$ cat src/verilog/tcf_pkg.sv
// Constants, types and register layout of the timer control and flag layer.
// Assumes an 8-bit peripheral bus with six address bits from the core.
package tcf_pkg;
	localparam int TCF_CHANNELS = 4;
	localparam logic [5:0] TCF_OFF_LVL_A = 6'h06;
	localparam logic [5:0] TCF_OFF_LVL_B = 6'h07;
	localparam logic [5:0] TCF_OFF_F_CLR = 6'h08;
	localparam logic [5:0] TCF_OFF_F_SET = 6'h09;
	localparam logic [5:0] TCF_OFF_G_CLR = 6'h0A;
	localparam logic [5:0] TCF_OFF_G_SET = 6'h0B;
	localparam logic [5:0] TCF_OFF_FLAGS = 6'h0C;
	localparam logic [5:0] TCF_OFF_TEMP = 6'h0F;
	localparam logic [5:0] TCF_OFF_CNT = 6'h20;
	localparam logic [5:0] TCF_OFF_TOP = 6'h26;
	localparam logic [5:0] TCF_OFF_CC = 6'h28;
	localparam logic [5:0] TCF_OFF_TOPBUF = 6'h36;
	localparam logic [5:0] TCF_OFF_CCBUF = 6'h38;
	localparam int TCF_FAULT_LVL_LSB = 2;
	localparam int TCF_WRAP_LVL_LSB = 0;
	localparam int TCF_CMD_LSB = 2;
	localparam int TCF_HOLD_BIT = 1;
	localparam int TCF_DIR_BIT = 0;
	localparam int TCF_TOP_BV_BIT = 0;
	localparam int TCF_CHAN_BV_LSB = 1;
	localparam int TCF_CHAN_FLAG_LSB = 4;
	localparam int TCF_FAULT_FLAG_BIT = 1;
	localparam int TCF_WRAP_FLAG_BIT = 0;
	localparam logic [15:0] TCF_TOP_RST = 16'hFFFF;
	localparam logic [15:0] TCF_WIDE_RST = 16'h0000;
	localparam logic [7:0] TCF_BYTE_RST = 8'h00;
	typedef enum logic [1:0] {
		TCF_CMD_NONE = 2'h0,
		TCF_CMD_UPDATE = 2'h1,
		TCF_CMD_RESTART = 2'h2,
		TCF_CMD_RESET = 2'h3
	} tcf_cmd_type;
	typedef enum logic [2:0] {
		TCF_WAVE_NORMAL = 3'h0,
		TCF_WAVE_FRQ = 3'h1,
		TCF_WAVE_SS = 3'h3,
		TCF_WAVE_DS_T = 3'h5,
		TCF_WAVE_DS_TB = 3'h6,
		TCF_WAVE_DS_B = 3'h7
	} tcf_wave_type;
	typedef struct packed {
		logic wr;
		logic rd;
		logic dma;
		logic [5:0] addr;
		logic [7:0] wdata;
	} tcf_bus_type;
	typedef struct packed {
		logic count_tick;
		logic clock_off;
		logic capture_mode;
		logic hw_restart;
		logic dir_load;
		logic dir_value;
		logic fault_event;
		logic index_error;
		logic [3:0] capture_event;
	} tcf_core_type;
	typedef struct packed {
		logic wrap;
		logic fault;
		logic [3:0] chan;
	} tcf_ack_type;
endpackage : tcf_pkg

$ cat src/verilog/tcf_timer_regs.sv
// Control, flag and 16-bit data registers of a four-channel timer/counter.
// Assumes the core supplies prescaled ticks, mode and event strobes.
`timescale 1ns/1ns
module tcf_timer_regs import tcf_pkg::*; (
	input wire logic clk,
	input wire logic rst_n,
	input wire tcf_bus_type bus,
	input wire tcf_wave_type wave_mode,
	input wire tcf_core_type core,
	input wire tcf_ack_type ack,
	output logic [7:0] rdata,
	output logic [15:0] count_value,
	output logic count_dir,
	output logic update_strobe,
	output logic [3:0] channel_match,
	output logic [1:0] irq_fault_level,
	output logic [1:0] irq_wrap_level,
	output logic [7:0] irq_channel_level,
	output logic [3:0] dma_req_channel,
	output logic dma_req_wrap
);
	logic [3:0] lvl_a_q;
	logic [7:0] lvl_b_q;
	logic hold_q;
	logic dir_q;
	logic [15:0] count_q;
	logic [15:0] count_next;
	logic count_moved_q;
	logic [15:0] top_q;
	logic [15:0] topbuf_q;
	logic top_bv_q;
	logic fault_flag_q;
	logic wrap_flag_q;
	logic [7:0] rdata_q;
	logic update_q;
	logic f_set_wr;
	logic f_clr_wr;
	logic g_set_wr;
	logic g_clr_wr;
	logic flags_wr;
	tcf_cmd_type cmd;
	logic cmd_update;
	logic cmd_restart;
	logic hard_rst;
	logic wide_sel;
	logic wide_wr;
	logic [15:0] wide_data;
	logic [15:0] wide_value;
	logic [7:0] latch_byte;
	logic [4:0] widx;
	logic hit_cnt;
	logic hit_top;
	logic hit_topbuf;
	logic dual;
	logic [15:0] cnt_top;
	logic at_top;
	logic at_bottom;
	logic tick;
	logic top_hit;
	logic bottom_hit;
	logic hw_update;
	logic update_go;
	logic wrap_event;
	logic wrap_clr;
	logic fault_set;
	logic [15:0] cc_val [TCF_CHANNELS];
	logic [15:0] buf_val [TCF_CHANNELS];
	logic [3:0] bv;
	logic [3:0] chan_flag;
	logic [3:0] overrun;
	logic [3:0] cc_hit;
	logic [3:0] buf_hit;
	logic [7:0] rd_d;

	assign f_set_wr = bus.wr && bus.addr == TCF_OFF_F_SET;
	assign f_clr_wr = bus.wr && bus.addr == TCF_OFF_F_CLR;
	assign g_set_wr = bus.wr && bus.addr == TCF_OFF_G_SET;
	assign g_clr_wr = bus.wr && bus.addr == TCF_OFF_G_CLR;
	assign flags_wr = bus.wr && bus.addr == TCF_OFF_FLAGS;
	assign cmd = tcf_cmd_type'(bus.wdata[TCF_CMD_LSB +: 2]);
	assign cmd_update = f_set_wr && cmd == TCF_CMD_UPDATE;
	assign cmd_restart = f_set_wr && cmd == TCF_CMD_RESTART;
	assign hard_rst = f_set_wr && cmd == TCF_CMD_RESET && core.clock_off;

	assign wide_sel = bus.addr >= TCF_OFF_CNT;
	assign widx = bus.addr[5:1];
	assign hit_cnt = wide_sel && widx == TCF_OFF_CNT[5:1];
	assign hit_top = wide_sel && widx == TCF_OFF_TOP[5:1];
	assign hit_topbuf = wide_sel && widx == TCF_OFF_TOPBUF[5:1];

	tcf_wide_access u_wide (
		.clk(clk),
		.rst_n(rst_n),
		.bus(bus),
		.wide_sel(wide_sel),
		.wide_value(wide_value),
		.wide_wr(wide_wr),
		.wide_data(wide_data),
		.latch_byte(latch_byte)
	);

	always_ff @(posedge clk) begin
		if (!rst_n || hard_rst) begin
			lvl_a_q <= 4'h0;
			lvl_b_q <= TCF_BYTE_RST;
		end else begin
			if (bus.wr && bus.addr == TCF_OFF_LVL_A) begin
				lvl_a_q <= bus.wdata[3:0];
			end
			if (bus.wr && bus.addr == TCF_OFF_LVL_B) begin
				lvl_b_q <= bus.wdata;
			end
		end
	end

	always_ff @(posedge clk) begin
		if (!rst_n || hard_rst) begin
			hold_q <= 1'b0;
		end else if (f_set_wr && bus.wdata[TCF_HOLD_BIT]) begin
			hold_q <= 1'b1;
		end else if (f_clr_wr && bus.wdata[TCF_HOLD_BIT]) begin
			hold_q <= 1'b0;
		end
	end

	// frequency mode takes its top from channel zero
	assign dual = wave_mode == TCF_WAVE_DS_T || wave_mode == TCF_WAVE_DS_TB
		|| wave_mode == TCF_WAVE_DS_B;
	assign cnt_top = wave_mode == TCF_WAVE_FRQ ? cc_val[0] : top_q;
	assign at_top = count_q == cnt_top;
	assign at_bottom = count_q == TCF_WIDE_RST;
	assign tick = core.count_tick;
	assign top_hit = tick && !dir_q && at_top;
	assign bottom_hit = tick && (dir_q ? at_bottom : at_top && !dual);

	always_comb begin
		if (!dir_q) begin
			if (at_top) begin
				count_next = dual ? count_q - 16'h0001 : TCF_WIDE_RST;
			end else begin
				count_next = count_q + 16'h0001;
			end
		end else begin
			if (at_bottom) begin
				count_next = dual ? count_q + 16'h0001 : cnt_top;
			end else begin
				count_next = count_q - 16'h0001;
			end
		end
	end

	always_ff @(posedge clk) begin
		if (!rst_n) begin
			count_q <= TCF_WIDE_RST;
		end else if (wide_wr && hit_cnt) begin
			count_q <= wide_data;
		end else if (hard_rst || cmd_restart || core.hw_restart) begin
			count_q <= TCF_WIDE_RST;
		end else if (tick) begin
			count_q <= count_next;
		end
	end

	always_ff @(posedge clk) begin
		if (!rst_n) begin
			count_moved_q <= 1'b0;
		end else begin
			count_moved_q <= tick || (wide_wr && hit_cnt);
		end
	end

	// software write beats hardware steering
	always_ff @(posedge clk) begin
		if (!rst_n) begin
			dir_q <= 1'b0;
		end else if (f_set_wr && bus.wdata[TCF_DIR_BIT]) begin
			dir_q <= 1'b1;
		end else if (f_clr_wr && bus.wdata[TCF_DIR_BIT]) begin
			dir_q <= 1'b0;
		end else if (hard_rst || cmd_restart || core.hw_restart) begin
			dir_q <= 1'b0;
		end else if (core.dir_load) begin
			dir_q <= core.dir_value;
		end else if (tick && dual && !dir_q && at_top) begin
			dir_q <= 1'b1;
		end else if (tick && dual && dir_q && at_bottom) begin
			dir_q <= 1'b0;
		end
	end

	assign hw_update = (wave_mode == TCF_WAVE_NORMAL
		|| wave_mode == TCF_WAVE_FRQ) ? top_hit : bottom_hit;
	assign update_go = (hw_update || cmd_update)
		&& (!hold_q || core.capture_mode);

	always_ff @(posedge clk) begin
		if (!rst_n || hard_rst) begin
			top_q <= TCF_TOP_RST;
		end else if (wide_wr && hit_top) begin
			top_q <= wide_data;
		end else if (update_go && top_bv_q) begin
			top_q <= topbuf_q;
		end
	end

	always_ff @(posedge clk) begin
		if (!rst_n || hard_rst) begin
			topbuf_q <= TCF_TOP_RST;
		end else if (wide_wr && hit_topbuf) begin
			topbuf_q <= wide_data;
		end
	end

	always_ff @(posedge clk) begin
		if (!rst_n || hard_rst) begin
			top_bv_q <= 1'b0;
		end else begin
			top_bv_q <= (wide_wr && hit_topbuf)
				|| (g_set_wr && bus.wdata[TCF_TOP_BV_BIT])
				|| (top_bv_q && !update_go
				&& !(g_clr_wr && bus.wdata[TCF_TOP_BV_BIT]));
		end
	end

	// capture event actions turn every channel to capture behaviour
	for (genvar i = 0; i < TCF_CHANNELS; i++) begin : g_chan
		localparam logic [4:0] CC_W = 5'(TCF_OFF_CC[5:1] + 5'(i));
		localparam logic [4:0] BUF_W = 5'(TCF_OFF_CCBUF[5:1] + 5'(i));
		logic flag_clr;
		assign cc_hit[i] = wide_sel && widx == CC_W;
		assign buf_hit[i] = wide_sel && widx == BUF_W;
		assign flag_clr = (flags_wr && bus.wdata[TCF_CHAN_FLAG_LSB + i])
			|| (ack.chan[i] && !core.capture_mode)
			|| (bus.dma && (bus.rd || bus.wr) && (cc_hit[i] || buf_hit[i]))
			|| (core.capture_mode && bus.rd && cc_hit[i] && !bus.addr[0]);
		tcf_channel u_chan (
			.clk(clk),
			.rst_n(rst_n),
			.capture_mode(core.capture_mode),
			.hard_reset(hard_rst),
			.count_value(count_q),
			.count_moved(count_moved_q),
			.capture_event(core.capture_event[i]),
			.cc_wr(wide_wr && cc_hit[i]),
			.buf_wr(wide_wr && buf_hit[i]),
			.wr_data(wide_data),
			.update_go(update_go),
			.bv_set(g_set_wr && bus.wdata[TCF_CHAN_BV_LSB + i]),
			.bv_clr(g_clr_wr && bus.wdata[TCF_CHAN_BV_LSB + i]),
			.flag_clr(flag_clr),
			.cc_q(cc_val[i]),
			.buf_q(buf_val[i]),
			.bv_q(bv[i]),
			.flag_q(chan_flag[i]),
			.match(channel_match[i]),
			.overrun(overrun[i])
		);
		assign irq_channel_level[2 * i +: 2] =
			chan_flag[i] ? lvl_b_q[2 * i +: 2] : 2'h0;
	end

	assign fault_set = (core.fault_event && wave_mode != TCF_WAVE_NORMAL
		&& !core.capture_mode) || (|overrun) || core.index_error;

	always_ff @(posedge clk) begin
		if (!rst_n || hard_rst) begin
			fault_flag_q <= 1'b0;
		end else begin
			fault_flag_q <= fault_set || (fault_flag_q && !ack.fault
				&& !(flags_wr && bus.wdata[TCF_FAULT_FLAG_BIT]));
		end
	end

	always_comb begin
		case (wave_mode)
			TCF_WAVE_NORMAL, TCF_WAVE_FRQ, TCF_WAVE_DS_T: begin
				wrap_event = top_hit;
			end
			TCF_WAVE_SS, TCF_WAVE_DS_B: begin
				wrap_event = bottom_hit;
			end
			TCF_WAVE_DS_TB: begin
				wrap_event = top_hit || bottom_hit;
			end
			default: begin
				wrap_event = 1'b0;
			end
		endcase
	end

	assign wrap_clr = ack.wrap
		|| (flags_wr && bus.wdata[TCF_WRAP_FLAG_BIT])
		|| (bus.dma && wide_wr && (hit_cnt || hit_top || hit_topbuf));

	always_ff @(posedge clk) begin
		if (!rst_n || hard_rst) begin
			wrap_flag_q <= 1'b0;
		end else begin
			wrap_flag_q <= wrap_event || (wrap_flag_q && !wrap_clr);
		end
	end

	always_comb begin
		case (widx)
			TCF_OFF_CNT[5:1]: wide_value = count_q;
			TCF_OFF_TOP[5:1]: wide_value = top_q;
			TCF_OFF_TOPBUF[5:1]: wide_value = topbuf_q;
			TCF_OFF_CC[5:1]: wide_value = cc_val[0];
			5'(TCF_OFF_CC[5:1] + 5'h1): wide_value = cc_val[1];
			5'(TCF_OFF_CC[5:1] + 5'h2): wide_value = cc_val[2];
			5'(TCF_OFF_CC[5:1] + 5'h3): wide_value = cc_val[3];
			TCF_OFF_CCBUF[5:1]: wide_value = buf_val[0];
			5'(TCF_OFF_CCBUF[5:1] + 5'h1): wide_value = buf_val[1];
			5'(TCF_OFF_CCBUF[5:1] + 5'h2): wide_value = buf_val[2];
			5'(TCF_OFF_CCBUF[5:1] + 5'h3): wide_value = buf_val[3];
			default: wide_value = TCF_WIDE_RST;
		endcase
	end

	// command field always reads back as zero
	always_comb begin
		case (bus.addr)
			TCF_OFF_LVL_A: rd_d = {4'h0, lvl_a_q};
			TCF_OFF_LVL_B: rd_d = lvl_b_q;
			TCF_OFF_F_CLR, TCF_OFF_F_SET: rd_d = {6'h00, hold_q, dir_q};
			TCF_OFF_G_CLR, TCF_OFF_G_SET: rd_d = {3'h0, bv, top_bv_q};
			TCF_OFF_FLAGS: rd_d = {chan_flag, 2'h0, fault_flag_q, wrap_flag_q};
			TCF_OFF_TEMP: rd_d = latch_byte;
			default: begin
				if (!wide_sel) begin
					rd_d = TCF_BYTE_RST;
				end else if (bus.addr[0]) begin
					rd_d = latch_byte;
				end else begin
					rd_d = wide_value[7:0];
				end
			end
		endcase
	end

	always_ff @(posedge clk) begin
		if (!rst_n) begin
			rdata_q <= TCF_BYTE_RST;
			update_q <= 1'b0;
		end else begin
			rdata_q <= bus.rd ? rd_d : TCF_BYTE_RST;
			update_q <= update_go;
		end
	end

	assign rdata = rdata_q;
	assign update_strobe = update_q;
	assign count_value = count_q;
	assign count_dir = dir_q;
	assign irq_fault_level = fault_flag_q ? lvl_a_q[TCF_FAULT_LVL_LSB +: 2] : 2'h0;
	assign irq_wrap_level = wrap_flag_q ? lvl_a_q[TCF_WRAP_LVL_LSB +: 2] : 2'h0;
	assign dma_req_channel = chan_flag;
	assign dma_req_wrap = wrap_flag_q;
endmodule : tcf_timer_regs

$ cat src/verilog/tcf_wide_access.sv
// Byte latches that pair 8-bit bus cycles into 16-bit register accesses.
// Assumes low byte is accessed first on write and on read.
`timescale 1ns/1ns
module tcf_wide_access import tcf_pkg::*; (
	input wire logic clk,
	input wire logic rst_n,
	input wire tcf_bus_type bus,
	input wire logic wide_sel,
	input wire logic [15:0] wide_value,
	output logic wide_wr,
	output logic [15:0] wide_data,
	output logic [7:0] latch_byte
);
	logic [7:0] cpu_temp_q;
	logic [7:0] dma_temp_q;
	logic low_wr;
	logic low_rd;

	assign low_wr = bus.wr && wide_sel && !bus.addr[0];
	assign low_rd = bus.rd && wide_sel && !bus.addr[0];

	// one latch shared by every wide register for the cpu
	always_ff @(posedge clk) begin
		if (!rst_n) begin
			cpu_temp_q <= TCF_BYTE_RST;
		end else if (!bus.dma) begin
			if (bus.wr && bus.addr == TCF_OFF_TEMP) begin
				cpu_temp_q <= bus.wdata;
			end else if (low_wr) begin
				cpu_temp_q <= bus.wdata;
			end else if (low_rd) begin
				cpu_temp_q <= wide_value[15:8];
			end
		end
	end

	// separate store so dma traffic never corrupts a cpu access
	always_ff @(posedge clk) begin
		if (!rst_n) begin
			dma_temp_q <= TCF_BYTE_RST;
		end else if (bus.dma) begin
			if (low_wr) begin
				dma_temp_q <= bus.wdata;
			end else if (low_rd) begin
				dma_temp_q <= wide_value[15:8];
			end
		end
	end

	assign latch_byte = bus.dma ? dma_temp_q : cpu_temp_q;
	assign wide_wr = bus.wr && wide_sel && bus.addr[0];
	assign wide_data = {bus.wdata, latch_byte};
endmodule : tcf_wide_access

$ cat src/verilog/tcf_channel.sv
// One compare/capture channel: active value, buffer, valid bit and flag.
// Assumes strobes arrive as single-cycle pulses from the register layer.
`timescale 1ns/1ns
module tcf_channel import tcf_pkg::*; (
	input wire logic clk,
	input wire logic rst_n,
	input wire logic capture_mode,
	input wire logic hard_reset,
	input wire logic [15:0] count_value,
	input wire logic count_moved,
	input wire logic capture_event,
	input wire logic cc_wr,
	input wire logic buf_wr,
	input wire logic [15:0] wr_data,
	input wire logic update_go,
	input wire logic bv_set,
	input wire logic bv_clr,
	input wire logic flag_clr,
	output logic [15:0] cc_q,
	output logic [15:0] buf_q,
	output logic bv_q,
	output logic flag_q,
	output logic match,
	output logic overrun
);
	logic cap_take;

	assign cap_take = capture_mode && capture_event && !bv_q;
	assign overrun = capture_mode && capture_event && bv_q;
	assign match = !capture_mode && count_moved && count_value == cc_q;

	always_ff @(posedge clk) begin
		if (!rst_n || hard_reset) begin
			cc_q <= TCF_WIDE_RST;
		end else if (cc_wr) begin
			cc_q <= wr_data;
		end else if (cap_take) begin
			cc_q <= count_value;
		end else if (!capture_mode && update_go && bv_q) begin
			cc_q <= buf_q;
		end
	end

	always_ff @(posedge clk) begin
		if (!rst_n || hard_reset) begin
			buf_q <= TCF_WIDE_RST;
		end else if (buf_wr) begin
			buf_q <= wr_data;
		end else if (cap_take) begin
			buf_q <= count_value;
		end
	end

	// set wins over clear
	always_ff @(posedge clk) begin
		if (!rst_n || hard_reset) begin
			bv_q <= 1'b0;
		end else begin
			bv_q <= (buf_wr && !capture_mode) || cap_take || bv_set
				|| (bv_q && !(bv_clr || (!capture_mode && update_go)
				|| (capture_mode && flag_clr)));
		end
	end

	always_ff @(posedge clk) begin
		if (!rst_n || hard_reset) begin
			flag_q <= 1'b0;
		end else begin
			flag_q <= (capture_mode ? cap_take : match)
				|| (flag_q && !flag_clr);
		end
	end
endmodule : tcf_channel

$ cat config.mk
export PLATFORM = sky130hd
export DESIGN_NAME = tcf_timer_regs
export DESIGN_NICKNAME = d
export VERILOG_FILES = /design/src/verilog/tcf_pkg.sv /design/src/verilog/tcf_timer_regs.sv /design/src/verilog/tcf_wide_access.sv /design/src/verilog/tcf_channel.sv
export SDC_FILE = /design/constraint.sdc
export NUM_CORES = 1
export LEC_CHECK = 0
export BUFFER_PORTS_ARGS = -buffer_cell sky130_fd_sc_hd__buf_2
export CAP_MARGIN = 20
export CORE_AREA = 4 4 155 157
export DETAILED_ROUTE_END_ITERATION = 10
export DIE_AREA = 0 0 159 161
export PLACE_DENSITY_LB_ADDON = 0.1
export SLEW_MARGIN = 40
export SYNTH_ARGS = -nofsm -noshare
export SYNTH_HDL_FRONTEND = slang
export SYNTH_SLANG_ARGS = --single-unit
$ cat constraint.sdc
create_clock -name clk -period 4.4 [get_ports clk]
set_input_delay 0.22 -clock clk [delete_from_list [all_inputs] [get_ports clk]]
set_output_delay 0.22 -clock clk [all_outputs]
set_load 0.05 [all_outputs]
==> flow_summary_export.csv <==
group,metric,value,unit
floorplanning,core_area,22500,um2
clock_network,cts_made_buffers,25,
synth,synth_area,14600,um2
grt,global_route.usage.total,0.482,
timing,tightestPinTransition,895,ps
worst_setup_path,worstRegToRegCells,9,
synth,count_of_state_elements_after_synthesis,227,
placement,post-dp-hpwl,45200,um
synth,async_reset_ff_frac,0,
worst_setup_path,endpoint_kind,"register",
clock_network,tritoncts,"yes",
synth,synth.avg_cell_area,7.54,um2
worst_setup_path,critPathKind,"reg2reg",
synth,syn-instance-count,1930,
clock_network,clk_pin_slew,70,ps
worst_setup_path,r2r_end,"count_dir",
worst_setup_path,startpoint,"count_value[12]",
worst_setup_path,startpoint_type,"register",
timing,timing.max_slew.rel_slack,0.397,
route,num_vias,16400,
synth,yosys.cell_types.count,79,
synth,synth_ff_type,"dfxtp_1",
power_and_ir_drop,power.static_leakage,6.51,nW
timing,setup_violating_endpoint_count_in_the_final_report,0,
flow_run,max_cap_violations,0,
layout,layout-drive-gt1-share,0.128,
worst_setup_path,crit_arrival,4300,ps
floorplanning,die_w,159,um
clock_network,cts_max_level,1,
layout,layout.cells.most_common_list,"dfxtp_1 (227), nand2_1 (193), nor2_1 (171)",
route,post_detailed_route_count_of_antenna_violating_nets,0,
layout,areaGrowthSynthToFinish,9.61,%
route,first_pass_iters,9,
floorplanning,floorplan.die_area,25600,um2
floorplanning,die_h,161,um
floorplanning,io_count,87,
worst_setup_path,worstSetupEndpoint,"count_dir",
power_and_ir_drop,worst_ir_drop_vdd,0.000338,V
floorplanning,num_rows,55,
timing,grt_setup_unrepaired,"false",
placement,place.gp.congestion,1.09,
layout,n_antenna_cell,0,
timing,timing.setup.tns,0,ps
timing,slew_viol_final,0,
placement,io_buffer_count,86,
synth,synth_fp_nets,1973,
outcome,status,"completed",
clock_network,ctsResizeCount,0,
route,wl_per_cell,29.4,um
grt,grt_total_ovfl,0,
timing,hold_viol_final,0,
route,vias_per_cell,7.42,
power_and_ir_drop,power.density_cell_area,322,nW/um2
clock_network,ctsRootBufferMaster,"clkbuf_16",
timing,hold_ws,1.22,ps
clock_network,clk_lat_worst_skew,550,ps
route,route.final.wire_length,65000,um
clock_network,cts.repair_timing.setup_buffer_count,0,
timing,layout_worst_path_cycle_share,0.868,
layout,final_net_count,1955,
route,detail_route.iter0.violations,3215,
synth,synth_seq_area_share,0.312,
worst_setup_path,r2r_setup_slack,580,ps
worst_setup_path,worstPathMaxFanout,13,
worst_hold_path,holdCritStartpoint,"ack[0]",
synth,synth_warnings,0,
grt,maximum_number_of_pins_on_one_net_before_global_route_repair,150,
timing,maxClockFrequency,262,MHz
clock_network,clock_sinks,227,
synth,synth-edff-count,0,
clock_network,clock_tree.buffer_depth,3,
timing,finClkSkew,15.8,ps
grt,first_global_vias,15300,
layout,most_common_library_cell_in_the_layout_ignoring_fill_and_taps,"dfxtp_1",
worst_setup_path,r2r-start,"count_value[12]",
floorplanning,initial_core_util,0.647,
worst_setup_path,worstPathRequired,4880,ps
worst_hold_path,min-delay-path-class,"in2reg",
route,remaining_drc_errors,0,
clock_network,cts_hold_repair.buffers,3,
grt,antenna_found_initial,0,
grt,first_pass_grt_wire_length,95800,um
timing,finalCriticalPeriod,3820,ps
-- state kept, by name, summed over array words and instances (netlist names) --
signal                count
g_chan.u_chan.bv_q        4
g_chan.u_chan.flag_q      4
g_chan.u_chan.cc_q       64
lvl_a_q                   4
u_wide.dma_temp_q         8
g_chan.u_chan.buf_q      64
topbuf_q                 16
fault_flag_q              1
u_wide.cpu_temp_q         8
count_moved_q             1
hold_q                    1
dma_req_wrap              1
rdata                     8
lvl_b_q                   8
top_q                    16
count_value              16
top_bv_q                  1
update_strobe             1
count_dir                 1
-- worst max-delay path, cell delays in order, from the launching register on --
cell           delay [ps]
dfxtp_1               840
nor2b_1               100
nor4_1                310
a22oi_1               140
a2111oi_0             670
a41oi_1               570
nor3_1                340
a21oi_1               100
o21ai_0               150
dlygate4sd3_1         560
-- power breakdown --
| part | leakage [nW] | switching, mW | internal, mW | total, mW |
|---|---|---|---|---|
| Combinational | 4.26 | 0.543 | 0.219 | 0.762 |
| Clock | 0.417 | 0.943 | 1.28 | 2.23 |
| Sequential | 1.84 | 0.0513 | 2.09 | 2.14 |
-- through the flow --
stage | std cells | area [um2] | utilization | power (mW) | setup slack, ps
final | 2213 | 15900 | 0.709 | 5.13 | 581
after global routing | 2213 | 15900 | 0.709 | 5.22 | 477
after CTS | 2213 | 15900 | 0.708 | 5.06 | 898
after detailed placement | 2167 | 15100 | 0.669 | 2.90 | 889
after global placement | 2163 | 15000 | 0.666 | 2.89 | 1030
after floorplan | 1930 | 14600 | - | 2.65 | 1090
-- worst min-delay path by stage --
stage | end | cells after the start
floorplan | fault_flag_q | 2
global placement | fault_flag_q | 3
detailed placement | lvl_b_q[6] | 2
CTS | g_chan[0].u_chan.flag_q | 4
global route | g_chan[0].u_chan.flag_q | 4
finish | g_chan[0].u_chan.flag_q | 4
-- cells by family (layout without fill, tap and decap cells) --
| family | after synthesis | in the layout | synth area share |
|---|---|---|---|
| buffers and inverters | 221 | 219 | 0.0629 |
| AO/OA/AOI/OAI | 635 | 635 | 0.282 |
| flip-flops | 227 | 227 | 0.312 |
| adder cells (fa/ha/maj) | 3 | 3 | 0.00258 |
| AND/OR/NAND/NOR | 654 | 654 | 0.214 |
| multiplexers | 108 | 108 | 0.0762 |
| XOR/XNOR | 82 | 82 | 0.0494 |
-- layer usage --
metal / global-route usage / vias to the layer above / share of wire
li1: - / 6999 / -
met1: 0.598 / 7509 / 0.34
met2: 0.707 / 1493 / 0.40
met3: 0.162 / 411 / 0.16
met4: 0.338 / 0 / 0.094
met5: 0 / - / 0
-- synth_stat cells, types with 6 or more instances --
master | instances | area share
clkbuf_1 | 144 | 0.037
buf_2 | 10 | 0.0034
a211oi_1 | 75 | 0.039
dfxtp_1 | 227 | 0.31
nand3_1 | 102 | 0.035
a222oi_1 | 10 | 0.0069
nand3b_1 | 8 | 0.0041
o221ai_1 | 24 | 0.014
o211ai_1 | 23 | 0.012
mux2_2 | 22 | 0.017
xnor2_1 | 24 | 0.014
xor2_1 | 58 | 0.035
nor4_1 | 16 | 0.0069
and3_1 | 10 | 0.0043
nand2b_1 | 10 | 0.0043
a31oi_1 | 17 | 0.0073
o21ai_0 | 156 | 0.054
inv_1 | 19 | 0.0049
and2_1 | 35 | 0.015
nand2_1 | 196 | 0.051
a21oi_1 | 172 | 0.059
buf_1 | 28 | 0.0072
mux2i_1 | 86 | 0.059
nor2b_1 | 22 | 0.0095
a22o_1 | 13 | 0.0078
o21a_1 | 9 | 0.0046
nor3_1 | 27 | 0.0093
nor2_1 | 172 | 0.044
or2_2 | 6 | 0.0026
a221oi_1 | 8 | 0.0048
nand4_1 | 18 | 0.0077
a221o_1 | 6 | 0.0041
buf_4 | 13 | 0.0067
a22oi_1 | 65 | 0.034
-- cell type report --
cell class / count / area, um2
Tap cell: 285 / 357
Timing Repair Buffer: 154 / 953
Multi-Input combinational cell: 1482 / 9160
Clock buffer: 33 / 726
Fill cell: 1832 / 6560
Sequential cell: 227 / 4540
Inverter: 22 / 82.6
Clock inverter: 10 / 129
Note: power is estimated with default switching activity, not from simulation.
